==> src/sptr_pkg.sv <==
// Shared constants, register map and carriers for the stepper translator.
// Assumes a single 50 MHz clock domain and an AXI4-Lite register bus.
package sptr_pkg;
    localparam int unsigned CLK_HZ = 50_000_000;
    localparam logic [31:0] CTRL_OFFSET = 32'h0000_0000;
    localparam logic [31:0] STATUS_OFFSET = 32'h0000_0004;
    localparam logic [3:0] ADDR_LSB_MASK = 4'hc;
    localparam int unsigned CTRL_W = 6;
    localparam int unsigned CTRL_EN_BIT = 0;
    localparam int unsigned CTRL_DIR_BIT = 1;
    localparam int unsigned CTRL_HALF_BIT = 2;
    localparam int unsigned CTRL_COMP_BIT = 3;
    localparam int unsigned CTRL_SRST_BIT = 4;
    localparam int unsigned CTRL_STEP_BIT = 5;
    // Status word: [2:0] state, [6:3] windings 1..4, [8:7] gates, 9 home,
    // 10 reduced reference
    localparam int unsigned STAT_STATE_POS = 0;
    localparam int unsigned STAT_WIND_POS = 3;
    localparam int unsigned STAT_GATE_POS = 7;
    localparam int unsigned STAT_HOME_POS = 9;
    localparam int unsigned STAT_REF_POS = 10;
    localparam logic [1:0] RESP_OKAY = 2'h0;
    localparam logic [1:0] RESP_SLVERR = 2'h2;
    localparam logic [3:0] HOME_PATTERN = 4'h5;
    localparam logic [2:0] HOME_STATE = 3'h0;
    localparam logic [2:0] HALF_STRIDE = 3'h1;
    localparam logic [2:0] FULL_STRIDE = 3'h2;

    // Control register carrier; bit 0 is enable
    typedef struct packed {
        logic step;
        logic seq_reset;
        logic torque_comp_select;
        logic half_select;
        logic direction_select;
        logic enable;
    } sptr_ctrl_t;

    // Pull-up on compensation select shows as its reset value
    localparam sptr_ctrl_t CTRL_RESET = '{step: 1'b0, seq_reset: 1'b0,
        torque_comp_select: 1'b1, half_select: 1'b0,
        direction_select: 1'b1, enable: 1'b1};

    typedef struct packed {
        logic ref_reduced;
        logic home;
        logic [1:0] bridge_gate;
        logic [3:0] winding;
    } sptr_drive_t;

    // Winding pattern {w1,w2,w3,w4} for state index 0..7 (states 1..8)
    function automatic logic [3:0] phase_pattern(input logic [2:0] idx);
        logic [3:0] p;
        p = HOME_PATTERN;
        unique case (idx)
            3'h0: p = 4'h5;
            3'h1: p = 4'h1;
            3'h2: p = 4'h9;
            3'h3: p = 4'h8;
            3'h4: p = 4'ha;
            3'h5: p = 4'h2;
            3'h6: p = 4'h6;
            3'h7: p = 4'h4;
        endcase
        return p;
    endfunction : phase_pattern
endpackage : sptr_pkg

==> src/sptr_top.sv <==
// Stepper phase translator with an AXI4-Lite register slave.
// Assumes one 50 MHz clock; driver stages sit on the winding/gate outputs.
//
// Design decisions made here: the AXI4-Lite slave port and the register offsets.
`timescale 1ns/1ps
`default_nettype none
module sptr_top (
    input wire logic aclk,
    input wire logic aresetn,
    input wire logic [31:0] s_axi_awaddr,
    input wire logic [2:0] s_axi_awprot,
    input wire logic s_axi_awvalid,
    output logic s_axi_awready,
    input wire logic [31:0] s_axi_wdata,
    input wire logic [3:0] s_axi_wstrb,
    input wire logic s_axi_wvalid,
    output logic s_axi_wready,
    output logic [1:0] s_axi_bresp,
    output logic s_axi_bvalid,
    input wire logic s_axi_bready,
    input wire logic [31:0] s_axi_araddr,
    input wire logic [2:0] s_axi_arprot,
    input wire logic s_axi_arvalid,
    output logic s_axi_arready,
    output logic [31:0] s_axi_rdata,
    output logic [1:0] s_axi_rresp,
    output logic s_axi_rvalid,
    input wire logic s_axi_rready,
    output logic winding_drive_1,
    output logic winding_drive_2,
    output logic winding_drive_3,
    output logic winding_drive_4,
    output logic bridge_gate_1,
    output logic bridge_gate_2,
    output logic home_flag,
    output logic ref_reduced
);
    // Write address/data holding
    logic aw_got_q;
    logic aw_got_d;
    logic w_got_q;
    logic w_got_d;
    logic [31:0] awaddr_q;
    logic [31:0] wdata_q;
    logic [3:0] wstrb_q;
    logic awready_q;
    logic awready_d;
    logic wready_q;
    logic wready_d;
    logic bvalid_q;
    logic bvalid_d;
    logic [1:0] bresp_q;
    logic [1:0] bresp_d;
    // Read side
    logic arready_q;
    logic arready_d;
    logic rvalid_q;
    logic rvalid_d;
    logic [31:0] rdata_q;
    logic [31:0] rdata_d;
    logic [1:0] rresp_q;
    logic [1:0] rresp_d;
    // Control state
    sptr_pkg::sptr_ctrl_t ctrl_q;
    sptr_pkg::sptr_ctrl_t ctrl_d;
    logic step_prev_q;
    logic step_pulse;
    logic [2:0] state_q;
    sptr_pkg::sptr_drive_t drive_q;

    logic aw_take;
    logic w_take;
    logic ar_take;
    logic wr_fire;
    logic wr_ctrl_hit;
    logic wr_stat_hit;
    logic rd_ctrl_hit;
    logic rd_stat_hit;
    logic [31:0] ctrl_word;
    logic [31:0] status_word;

    assign aw_take = s_axi_awvalid & awready_q;
    assign w_take = s_axi_wvalid & wready_q;
    assign ar_take = s_axi_arvalid & arready_q;
    // Commit only once both halves are held and no response is pending
    assign wr_fire = aw_got_q & w_got_q & ~bvalid_q;

    assign wr_ctrl_hit = (awaddr_q[31:4] == sptr_pkg::CTRL_OFFSET[31:4])
        && ((awaddr_q[3:0] & sptr_pkg::ADDR_LSB_MASK)
            == sptr_pkg::CTRL_OFFSET[3:0]);
    assign wr_stat_hit = (awaddr_q[31:4] == sptr_pkg::STATUS_OFFSET[31:4])
        && ((awaddr_q[3:0] & sptr_pkg::ADDR_LSB_MASK)
            == sptr_pkg::STATUS_OFFSET[3:0]);
    assign rd_ctrl_hit = (s_axi_araddr[31:4] == sptr_pkg::CTRL_OFFSET[31:4])
        && ((s_axi_araddr[3:0] & sptr_pkg::ADDR_LSB_MASK)
            == sptr_pkg::CTRL_OFFSET[3:0]);
    assign rd_stat_hit =
        (s_axi_araddr[31:4] == sptr_pkg::STATUS_OFFSET[31:4])
        && ((s_axi_araddr[3:0] & sptr_pkg::ADDR_LSB_MASK)
            == sptr_pkg::STATUS_OFFSET[3:0]);

    assign aw_got_d = wr_fire ? 1'b0 : (aw_got_q | aw_take);
    assign w_got_d = wr_fire ? 1'b0 : (w_got_q | w_take);
    assign bvalid_d = wr_fire | (bvalid_q & ~s_axi_bready);
    assign awready_d = ~aw_got_d & ~bvalid_d;
    assign wready_d = ~w_got_d & ~bvalid_d;
    // Status is read-only; a write there is refused like an unmapped one
    assign bresp_d = wr_fire ? (wr_ctrl_hit ? sptr_pkg::RESP_OKAY
                                            : sptr_pkg::RESP_SLVERR)
                             : bresp_q;

    // Only byte lane 0 carries control bits
    assign ctrl_d = (wr_fire && wr_ctrl_hit && wstrb_q[0])
        ? sptr_pkg::sptr_ctrl_t'(wdata_q[sptr_pkg::CTRL_W-1:0]) : ctrl_q;

    // Software step edge is a 0 to 1 change of the step bit
    assign step_pulse = ctrl_q.step & ~step_prev_q;

    assign ctrl_word = {26'h0, ctrl_q};
    assign status_word = {21'h0, drive_q.ref_reduced, drive_q.home,
                          drive_q.bridge_gate, drive_q.winding, state_q};
    assign rvalid_d = ar_take | (rvalid_q & ~s_axi_rready);
    assign arready_d = ~rvalid_d;
    assign rdata_d = ar_take ? (rd_ctrl_hit ? ctrl_word
                              : rd_stat_hit ? status_word : 32'h0)
                             : rdata_q;
    assign rresp_d = ar_take ? ((rd_ctrl_hit | rd_stat_hit)
                               ? sptr_pkg::RESP_OKAY : sptr_pkg::RESP_SLVERR)
                             : rresp_q;

    always_ff @(posedge aclk) begin
        if (!aresetn) begin
            aw_got_q <= 1'b0;
            w_got_q <= 1'b0;
            awready_q <= 1'b0;
            wready_q <= 1'b0;
            bvalid_q <= 1'b0;
            bresp_q <= sptr_pkg::RESP_OKAY;
        end else begin
            aw_got_q <= aw_got_d;
            w_got_q <= w_got_d;
            awready_q <= awready_d;
            wready_q <= wready_d;
            bvalid_q <= bvalid_d;
            bresp_q <= bresp_d;
        end
    end

    always_ff @(posedge aclk) begin
        if (!aresetn) begin
            awaddr_q <= 32'h0;
            wdata_q <= 32'h0;
            wstrb_q <= 4'h0;
        end else begin
            if (aw_take) begin
                awaddr_q <= s_axi_awaddr;
            end
            if (w_take) begin
                wdata_q <= s_axi_wdata;
                wstrb_q <= s_axi_wstrb;
            end
        end
    end

    always_ff @(posedge aclk) begin
        if (!aresetn) begin
            arready_q <= 1'b0;
            rvalid_q <= 1'b0;
            rdata_q <= 32'h0;
            rresp_q <= sptr_pkg::RESP_OKAY;
        end else begin
            arready_q <= arready_d;
            rvalid_q <= rvalid_d;
            rdata_q <= rdata_d;
            rresp_q <= rresp_d;
        end
    end

    always_ff @(posedge aclk) begin
        if (!aresetn) begin
            ctrl_q <= sptr_pkg::CTRL_RESET;
            step_prev_q <= 1'b0;
        end else begin
            ctrl_q <= ctrl_d;
            step_prev_q <= ctrl_q.step;
        end
    end

    sptr_translator u_translator (
        .aclk(aclk),
        .aresetn(aresetn),
        .step_pulse(step_pulse),
        .ctrl(ctrl_q),
        .state_q(state_q),
        .drive_q(drive_q)
    );

    assign s_axi_awready = awready_q;
    assign s_axi_wready = wready_q;
    assign s_axi_bvalid = bvalid_q;
    assign s_axi_bresp = bresp_q;
    assign s_axi_arready = arready_q;
    assign s_axi_rvalid = rvalid_q;
    assign s_axi_rdata = rdata_q;
    assign s_axi_rresp = rresp_q;
    assign winding_drive_1 = drive_q.winding[3];
    assign winding_drive_2 = drive_q.winding[2];
    assign winding_drive_3 = drive_q.winding[1];
    assign winding_drive_4 = drive_q.winding[0];
    assign bridge_gate_1 = drive_q.bridge_gate[1];
    assign bridge_gate_2 = drive_q.bridge_gate[0];
    assign home_flag = drive_q.home;
    assign ref_reduced = drive_q.ref_reduced;
endmodule : sptr_top
`default_nettype wire

==> src/sptr_translator.sv <==
// Phase sequencer: modulo-eight state, winding patterns, reference select.
// Assumes step_pulse is a one-cycle strobe from logic on the same clock.
`timescale 1ns/1ps
`default_nettype none
module sptr_translator (
    input wire logic aclk,
    input wire logic aresetn,
    input wire logic step_pulse,
    input wire sptr_pkg::sptr_ctrl_t ctrl,
    output logic [2:0] state_q,
    output sptr_pkg::sptr_drive_t drive_q
);
    logic [2:0] stride;
    logic [2:0] state_step;
    logic [2:0] state_d;
    logic [3:0] pattern_d;
    logic home_d;
    logic reduced_d;
    sptr_pkg::sptr_drive_t drive_d;

    // Full step keeps parity, so wave or normal drive follows the state
    assign stride = ctrl.half_select ? sptr_pkg::HALF_STRIDE
                                     : sptr_pkg::FULL_STRIDE;
    assign state_step = ctrl.direction_select ? state_q + stride
                                              : state_q - stride;
    assign state_d = ctrl.seq_reset ? sptr_pkg::HOME_STATE
                   : step_pulse ? state_step : state_q;
    assign pattern_d = sptr_pkg::phase_pattern(state_d);
    assign home_d = (pattern_d == sptr_pkg::HOME_PATTERN);
    // Even index is a two-winding state; reduced only in half step
    assign reduced_d = ctrl.half_select & ctrl.torque_comp_select
                     & ~state_d[0];
    // Single driver for the whole carrier
    assign drive_d = '{ref_reduced: reduced_d, home: home_d,
                       bridge_gate: ctrl.enable ? 2'h3 : 2'h0,
                       winding: ctrl.enable ? pattern_d : 4'h0};

    always_ff @(posedge aclk) begin
        if (!aresetn) begin
            state_q <= sptr_pkg::HOME_STATE;
            drive_q <= '{ref_reduced: 1'b0, home: 1'b1, bridge_gate: 2'h3,
                         winding: sptr_pkg::HOME_PATTERN};
        end else begin
            state_q <= state_d;
            drive_q <= drive_d;
        end
    end
endmodule : sptr_translator
`default_nettype wire

==> config.mk <==
export PLATFORM = sky130hd
export DESIGN_NAME = sptr_top
export DESIGN_NICKNAME = d
export VERILOG_FILES = /design/src/sptr_pkg.sv /design/src/sptr_top.sv /design/src/sptr_translator.sv
export SDC_FILE = /design/constraint.sdc
export NUM_CORES = 1
export LEC_CHECK = 0
export BUFFER_PORTS_ARGS = -buffer_cell sky130_fd_sc_hd__buf_2
export CAP_MARGIN = 20
export CORE_MARGIN = 2
export CORE_UTILIZATION = 48
export DETAILED_ROUTE_END_ITERATION = 6
export PLACE_DENSITY = 0.95
export SETUP_SLACK_MARGIN = 0.3
export SYNTH_ARGS = -nofsm -noshare
export SYNTH_HDL_FRONTEND = slang
export SYNTH_SLANG_ARGS = --single-unit
==> constraint.sdc <==
create_clock -name aclk -period 2.82 [get_ports aclk]
set_input_delay 0.423 -clock aclk [delete_from_list [all_inputs] [get_ports aclk]]
set_output_delay 0.423 -clock aclk [all_outputs]
set_load 0.1 [all_outputs]
# Yosys cells after proc, flatten, opt, wreduce, memory -nomap -nowiden
# Memory sizes are Yosys's and may differ from the RTL's.
# Cells that the tools add are included.
[totals]
regBits = 100
rom_bits = 32
inputBits = 113
output_inout_bits = 49
wordCells = 79
memories = 1
[classes]
addsub = 2
n_eq_ne = 2
mux = 12
bitwise_logic = 26
reduce_logical = 10
[memory_table]
columns = ["name", "depth", "width", "read_ports", "rd_ports_with_merged_regs", "write_ports", "line", "text"]
rows = [
  ["(no name shown)", 8, 4, 1, 0, 0, "sptr_pkg.sv:55", "unique case (idx)"],
]
[op_table]
columns = ["op", "n"]
rows = [
  ["logical NOT 28 bit", 2],
  ["two-way mux 11 bit", 2],
  ["bitwise AND 1 bit", 12],
  ["two-way mux 3 bit", 4],
  ["inverter 1 bit", 9],
  ["logical NOT 4 bit", 2],
  ["two-way mux 2 bit", 4],
  ["logical AND 1 bit", 5],
  ["bitwise OR 1 bit", 5],
  ["equality test 4 x 3 -> 1 bit, second input constant", 1],
  ["adder 3 bit", 1],
  ["subtractor 3 bit", 1],
  ["equality test 2 x 1 -> 1 bit, second input constant", 1],
  ["two-way mux 1 bit", 2],
  ["AND reduction 2 bit", 1],
]

# Depth between registers and ports, before layout
# Gate-level depths: netlist (run 1).
[logic_depth]
ltp_word = 7
mapped_depth = 6
depth_no_buf = 6

# Hierarchy
# From an unflattened synthesis (run 1), not the netlist that was laid out.
[unflattened]
cells_unflattened = 357
area_unflattened_um2 = 3221.8
[modules_own_cells]
columns = ["mod", "instances", "cells_per_inst", "area_per_inst_um2", "seq_area_each_um2"]
rows = [
  ["sptr_top", 1, 315, 2800.2, 1281.2],
  ["sptr_translator", 1, 42, 421.7, 200.2],
]

# Least setup slack after synthesis (run 1)
# OpenSTA, ideal clock, no wires.
[synth_timing]
kind = "reg-to-reg"
startpoint = "register arready_q, in the netlist s_axi_arready"
endpoint = "register rdata_q[5], in the netlist s_axi_rdata[5]"
setup_ns = 0.070
arrival_ns = 2.036
required_time_ns = 2.750
setup_slack_ns = 0.714
path_stages_with_launch = 5
path_buffers = 1
synth_period_minus_slack_ns = 2.106
cell_sequence = "dfxtp_1 nand2_1 clkbuf_1 or4_1 a21oi_1"
[synth_between]
elab_chain_cells = 1
[synth_rtl]
columns = ["element", "line", "text"]
rows = [
  ["start, declared", "sptr_top.sv:55", "logic arready_q;"],
  ["start signal, assigned", "sptr_top.sv:172", "arready_q <= arready_d;"],
  ["bitwise AND 1 bit", "sptr_top.sv:84", "assign ar_take = s_axi_arvalid & arready_q;"],
  ["end signal, assigned", "sptr_top.sv:174", "rdata_q <= rdata_d;"],
  ["end, declared", "sptr_top.sv:59", "logic [31:0] rdata_q;"],
]
# Every way passes these cells.
# A chain may end at the register's enable or synchronous reset.

# Final worst setup path (run 1)
[layout_timing]
startpoint = "register ctrl_q[2] (netlist bit)"
endpoint = "register, netlist name u_translator.drive_q[3]"
[layout_between]
elab_chain_cells = 6
elab_cells_between_ends = 7
cone_classes = "2 x add/sub; 4 x mux; 1 x memory"
[layout_rtl]
columns = ["element", "line", "text"]
rows = [
  ["start, declared", "sptr_top.sv:64", "sptr_pkg::sptr_ctrl_t ctrl_q;"],
  ["start signal, assigned", "sptr_top.sv:181", "ctrl_q <= sptr_pkg::CTRL_RESET;"],
  ["start signal, assigned", "sptr_top.sv:184", "ctrl_q <= ctrl_d;"],
  ["two-way mux 2 bit *", "sptr_translator.sv:22", "assign stride = ctrl.half_select ? sptr_pkg::HALF_STRIDE"],
  ["subtractor 3 bit or adder 3 bit (tied branches)", "sptr_translator.sv:25, sptr_translator.sv:24", ""],
  ["two-way mux 3 bit *", "sptr_translator.sv:24", "assign state_step = ctrl.direction_select ? state_q + stride"],
  ["two-way mux 3 bit *", "sptr_translator.sv:27", ": step_pulse ? state_step : state_q;"],
  ["two-way mux 3 bit *", "sptr_translator.sv:26", "assign state_d = ctrl.seq_reset ? sptr_pkg::HOME_STATE"],
  ["memory (8 x 4 bit) *", "n/a", ""],
]
# Mark *: on every way between the ends. The rest lies on a longest branch, timed or not.

==> impl_results.md, run 1 <==
* Drt via density at 5.224
* 1st-iter DRT viols at 209
* DP Wirelength at 5065 um
* Root Driver: clkbuf_8
* Synthesized area per cell at 8.523 um^2
* CTS tree: done
* Cell Area, Synth at 0.003085 mm^2
* Drt first pass iters at 4
* Startpoint type of the worst setup path: register
* Die Ht at 84.18 um
* Worst Path Max Fanout at 5
* Worst path cell trace: ha_1, fa_1, or4b_1, o311ai_1, a21oi_1, nor3_1
* Setup TNS at 0 ns
* Crit-path max cell delay at 0.51 ns
* First-pass GRT wire length at 10,590 um
* Arr. time, crit path at 2.38 ns
* Final Max Tran Viols at 0
* Main synth FF type: dfxtp_1
* Synth cell types at 40
* Crit end category: register
* Number of enable flip-flop cells after synthesis at 0
* Clock sink total at 73
* Gr ovfl total at 0
* Remaining antenna violation count at 0
* Vias in the first global route at 2,518
* Number of port buffers at 99
* Maxcap violations at 0
* Crit Path Class: register to register
* Area Overhead vs Synth at 19.59%
* Outcome: finished, final reports clean
* Area after DPL at 0.003520 mm^2
* Layout Nets at 568
* # setup viols final at 0
* Flops & latches, synth at 73
* PD cells at 583.2 mW/mm^2
* Worst hold path class: input port to register
* Final instance area at 0.003690 mm^2
* Pleak at 1.579 nW
* Skew-Pair Late Insertion Delay at 0.34 ns
* Hold WS at 0.3070 ns
* Ys async rst share at 0%
* Period utilization at 75.36%
* Routed via count at 2,795
* Initial Utilization at 49.15%
* TritonCTS Buffers at 9
* VDD IR-drop max at 0.3142 mV
* Slew at the pin with the worst max-slew slack at 0.9162 ns
* WL per Instance at 12.51 um
* Clock-pin slew on the worst setup and hold paths at 0.08 ns
* Largest net degree at the start of global routing at 32
* Worst clock skew at 0.01330 ns
* Slew headroom at 38.77%
* Hold Fails Final Rpt at 0
* Ratio of cells with drive above 1 in the final layout at 27.29%
* Fillcell total at 577
* Min Tclk post-route at 2.125 ns
* Core area at 0.006277 mm^2
* Die X at 84.18 um
* Mapped Cells at 362
* Initial antenna violation count at 0
* Data required time at the worst endpoint at 3.07 ns
* Gr usage total at 18.40%
* Final Wtd Congestion at 0.8271
* # hold bufs at CTS at 0
* CTS resizes at 0
* Final routed DRC violation total at 0
* Post-synthesis sequential area ratio at 47.36%
* FP Rows at 29
* Longest Clk Path Bufs at 2
* Slowest CP cell: or4b_1
* H-tree depth at 3
* Die footprint at 0.007085 mm^2
* Top cells by area, synth: dfxtp_1 47%, nand2_1 11%, a21oi_1 8.3%
* Number of diodes at 0
* Peak Freq at 0.4706 GHz
* Layout Cells excl Fill at 535
* Placed insts at 519
* RSZ-0062 raised after global routing: false
* Routed wire length at 6695 um
* Yosys Warn Count at 0
* Cell accounting for the most synthesized area: dfxtp_1
* Synth top area share at 47.36%
* IO Count at 162
* Post-CTS setup buffers at 0
layout by cell type, fill, tap and decap left out, drive strengths merged, types with 7 or more instances in the layout:
| master | instances |
|---|---|
| conb | 23 |
| a21oi | 51 |
| nor3 | 7 |
| nand3 | 10 |
| buf | 101 |
| nor4 | 14 |
| nand2 | 90 |
| nor2 | 12 |
| mux2i | 13 |
| clkbuf | 9 |
| dfxtp | 73 |
synthesized netlist by cell type (5+ instances only):
| library cell | n |
|---|---|
| nor3_1 | 7 |
| mux2i_1 | 13 |
| or4_1 | 6 |
| nor4_1 | 9 |
| nand4_1 | 5 |
| a21oi_1 | 51 |
| dfxtp_1 | 73 |
| clkbuf_1 | 18 |
| nand3_1 | 10 |
| nor2_1 | 12 |
| nand2_1 | 90 |
| buf_4 | 25 |
critical path: cells and delay by family, from the launching register on:
family	cells	cell delay [ns]
AOI/OAI and AO/OA	2	0.24
and+or+nand+nor	2	0.69
DFF	1	0.42
adders and majority gates	2	0.68
sequential cells by signal, indices dropped and copies added, names as in the netlist:
register,flops
s_axi_bvalid,1
s_axi_arready,1
wstrb_q,1
s_axi_rresp,1
wdata_q,6
ctrl_q,6
s_axi_wready,1
step_prev_q,1
s_axi_rvalid,1
u_translator.state_q,3
s_axi_bresp,1
s_axi_awready,1
w_got_q,1
s_axi_rdata,10
u_translator.drive_q,7
awaddr_q,30
aw_got_q,1
report_power, final:
part / internal [W] / switching [W]
clock: 0.000317 / 0.000384
sequential: 0.00106 / 0.0000241
combinational: 0.0000846 / 0.000277
total: 0.00147 / 0.000686
stage by stage:
stage               power [W]  worst slack (ns)  utilization, %
finish               0.002152            0.6950           58.78
detailed placement   0.001475            0.7594           56.07
global route         0.002243            0.5838           58.78
CTS                  0.002167            0.7291           58.78
floorplan            0.001419            0.7137               -
global placement     0.001467            0.8558           56.07
routing by layer:
layer  GRT usage (%)  vias up  routed length [um]
met4           7.478        0                  96
met2           32.32      134                3290
met3           5.015       10                 524
met1           21.13     1272                2784
li1                -     1379                   -
met5               0        -                   0
path summary, 6_finish.rpt:
check	startpoint	to	slack [ns]	depth (start not counted)
setup / recovery	ctrl_q[2]	u_translator.drive_q[3]	0.69	6
setup reg to reg	ctrl_q[2]	u_translator.drive_q[3]	0.69	6
hold reg to reg	s_axi_rdata[1]	s_axi_rdata[1]	0.45	2
hold / removal	s_axi_awaddr[7]	awaddr_q[7]	0.31	3
cell families after synthesis:
group / Yosys count / synth area share [%]
AO/OA/AOI/OAI: 63 / 11.68
XOR/XNOR: 2 / 0.5678
flip-flops: 73 / 47.36
AND/OR/NAND/NOR: 157 / 24.70
multiplexers: 15 / 5.069
buffers and inverters: 49 / 9.448
adder cells (fa/ha/maj): 2 / 1.054
other: 1 / 0.1215
area by class of cell:
| cell class | count | area, um^2 | share of cell area (%) |
|---|---|---|---|
| timing repair buffer | 101 | 510.5 | 13.84 |
| tap | 77 | 96.34 | 2.611 |
| clock buffer | 9 | 123.9 | 3.357 |
| sequential | 73 | 1461 | 39.61 |
| multi-input combinational | 262 | 1415 | 38.35 |
| inverter | 6 | 36.28 | 0.9834 |
| clock inverter | 7 | 46.29 | 1.255 |
Note: power is estimated with default switching activity, not from simulation.
==> run 2, diff against run 1 <==
- ABC_AREA: not set -> 1
- CORE_UTILIZATION: 48 -> 41
- PLACE_DENSITY: 0.95 -> 0.87
- clock period: 2.82 -> 1.9 ns (I/O delays scaled with it)
==> run 2 against run 1 <==
  * Hold slack lost 0.13 ns
  * Design area up 7.9%
  * Critical path depth rose by 5
  * Critical path type unchanged
  * Critical endpoint is now u_translator.drive_q[2]
  * Largest cell class unchanged
==> impl_results.md, run 2 <==
* Outcome: finished, final reports clean
* Die footprint at 0.008577 mm^2
* # hold bufs at CTS at 0
* Flops & latches, synth at 73
* Crit end category: register
* Initial antenna violation count at 0
* Worst hold path class: input port to register
* Synth top area share at 45.39%
* Min Tclk post-route at 1.735 ns
* Cell accounting for the most synthesized area: dfxtp_1
* Clock-pin slew on the worst setup and hold paths at 0.08 ns
* WL per Instance at 10.74 um
* VDD IR-drop max at 0.5076 mV
* Clock power frac at 33.9%
* H-tree depth at 3
* FF/Latch Area at 0.001474 mm^2
* Routed wire length at 6935 um
* Number of diodes at 0
* Worst clock skew at 0.007308 ns
* Synth cell types at 30
* RSZ-0062 raised after global routing: true
* Die X at 92.61 um
* Drt first pass iters at 4
* Psw at 0.001212 W
* Hold Fails Final Rpt at 0
* Post-Place Setup Slack at 0.1117 ns
* Synthesized area per cell at 7.284 um^2
* Final routed DRC violation total at 0
* Gr ovfl total at 0
* Slew at the pin with the worst max-slew slack at 0.5992 ns
* Mapped Cells at 442
* Cell Area, Synth at 0.003219 mm^2
* Drt via density at 4.608
* Period utilization at 91.31%
* Synth cell count leaders: 104 x nor2_1, 73 x dfxtp_1, 56 x nand2_1
* Main synth FF type: dfxtp_1
* First-pass GRT wire length at 11,450 um
* Switching portion of total power at 33.68%
* Final Max Tran Viols at 0
* Crit Path Class: register to register
* Longest Clk Path Bufs at 2
* Number of enable flip-flop cells after synthesis at 0
* Final instance area at 0.003981 mm^2
* GRT busiest layer: met2
* 1st-iter DRT viols at 115
* Int Power at 0.002387 W
* Largest net degree at the start of global routing at 37
* Count leader, synth: nor2_1
* Yosys Warn Count at 0
* Ratio of cells with drive above 1 in the final layout at 29.04%
* Routed via count at 2,977
* Slew headroom at 60.01%
* Worst Path Max Fanout at 5
* Ys async rst share at 0%
* Maxcap violations at 0
* Most common cell after layout, fill and taps aside: nor2_1
* Top cells by area, synth: dfxtp_1 45%, nor2_1 12%, nand2_1 6.5%
* GR Util met3 at 6.509%
* TritonCTS Buffers at 9
* Area Overhead vs Synth at 23.67%
* # setup viols final at 0
* CTS tree: done
* Initial Utilization at 42.10%
* Setup TNS at 0 ns
* Root Driver: clkbuf_8
* Final Wtd Congestion at 0.7979
* FP Rows at 32
* Grt met1 use at 18.35%
* Gr usage total at 16.72%
* Vias in the first global route at 2,765
* Peak Freq at 0.5764 GHz
* Clock sink total at 73
* Grt met2 use at 29.56%
* Core area at 0.007647 mm^2
* Data required time at the worst endpoint at 2.14 ns
* Layout Nets at 654
* Reg with most FFs: awaddr_q
* IO Count at 162
* PD cells at 903.9 mW/mm^2
* Arr. time, crit path at 1.98 ns
* Startpoint type of the worst setup path: register
* Combined area of the multi-input logic cells at 0.001456 mm^2
* Sequential power share at 45.8%
* Die Ht at 92.61 um
* Remaining antenna violation count at 0
* Most frequent cells in the layout: 102 x nor2_1, 99 x buf_2, 65 x dfxtp_1
* Logic pwr share at 20.3%
* Skew-Pair Late Insertion Delay at 0.35 ns
* Pleak at 1.917 nW
* Max FFs per register at 30
* Number of port buffers at 99
* DP Wirelength at 5047 um
* Post-synthesis sequential area ratio at 45.39%
* Area after DPL at 0.003696 mm^2
* Fillcell total at 747
* Setup ws final at 0.1652 ns
[run 2: changes by cell type after synthesis, moves of 9 or more]
cell / previous run / this run
a21oi_1: 51 / 22
mux2i_1: 13 / 0
nand3_1: 10 / 26
o21ai_0: 0 / 38
inv_1: 4 / 40
nor2_1: 12 / 104
nor4_1: 9 / 0
nand2_1: 90 / 56
[run 2: logic make-up (layout without fill, tap and decap cells)]
group / count (synthesis) / count (layout) / share of synthesized area, %
other: 1 / 23 / 0.1165
adder cells (fa/ha/maj): 2 / 2 / 1.010
buffers and inverters: 87 / 167 / 13.49
AND/OR/NAND/NOR: 216 / 216 / 30.04
AO/OA/AOI/OAI: 63 / 63 / 9.950
flip-flops: 73 / 73 / 45.39
[run 2: critical path, cell delays in order, from the launching register on]
cell and delay (ns):
dfxtp_4 0.37, ha_4 0.17, fa_2 0.52, inv_1 0.04
nand2_2 0.08, nand3_4 0.09, nand2_2 0.10, inv_4 0.04
nand2_2 0.06, o21ai_1 0.06, nand2_1 0.06, nand2_1 0.05
[run 2: power groups by stage]
stage          clock network (W)  logic [W]  registers (W)
6_report                 0.00122   0.000729        0.00165
5_1_grt                  0.00133   0.000787        0.00166
4_1_cts                  0.00125   0.000729        0.00165
3_5_place_dp                   0   0.000726        0.00169
3_3_place_gp                   0   0.000714        0.00168
2_1_floorplan                  0   0.000487        0.00182
[run 2: metal layers]
| layer | vias to the layer above | share of wire, % |
|---|---|---|
| li1 | 1539 | - |
| met1 | 1311 | 42 |
| met2 | 118 | 49 |
| met3 | 9 | 8.5 |
| met4 | 0 | 0.82 |
| met5 | - | 0 |
[run 2: final cells by class]
type	count	share of cell area (%)
multi-input cells	304	36.58
clock inverters	7	1.917
clock buffers	9	3.111
repair buffers	106	13.76
inverters	45	4.400
flip-flops and latches	73	37.02
well taps	102	3.206
[run 2: repair_timing]
item	CTS	global route
setup buffers	3	1
gates resized for setup	9	8
endpoints found under the hold margin	0	0
setup endpoints to repair	6	8
pin swaps	6	7
[run 2: final timing paths]
check              startpoint                 endpoint  slack [ns]  depth (start not counted)
max                 ctrl_q[2]  u_translator.drive_q[2]        0.17                         11
min          s_axi_awaddr[29]             awaddr_q[29]        0.18                          3
max reg2reg         ctrl_q[2]  u_translator.drive_q[2]        0.17                         11
min reg2reg      awaddr_q[10]             awaddr_q[10]        0.44                          2
[run 2: metrics by stage]
step / cells / utilization (%) / hold WS, ns / total power, W
5_1_grt: 646 / 52.06 / 0.1638 / 0.003777
3_5_place_dp: 626 / 48.33 / 0.4357 / 0.002413
2_1_floorplan: 464 / - / 0.4234 / 0.002309
6_report: 646 / 52.06 / 0.1796 / 0.003599
4_1_cts: 645 / 51.57 / 0.1591 / 0.003629
3_3_place_gp: 626 / 48.33 / 0.4328 / 0.002397
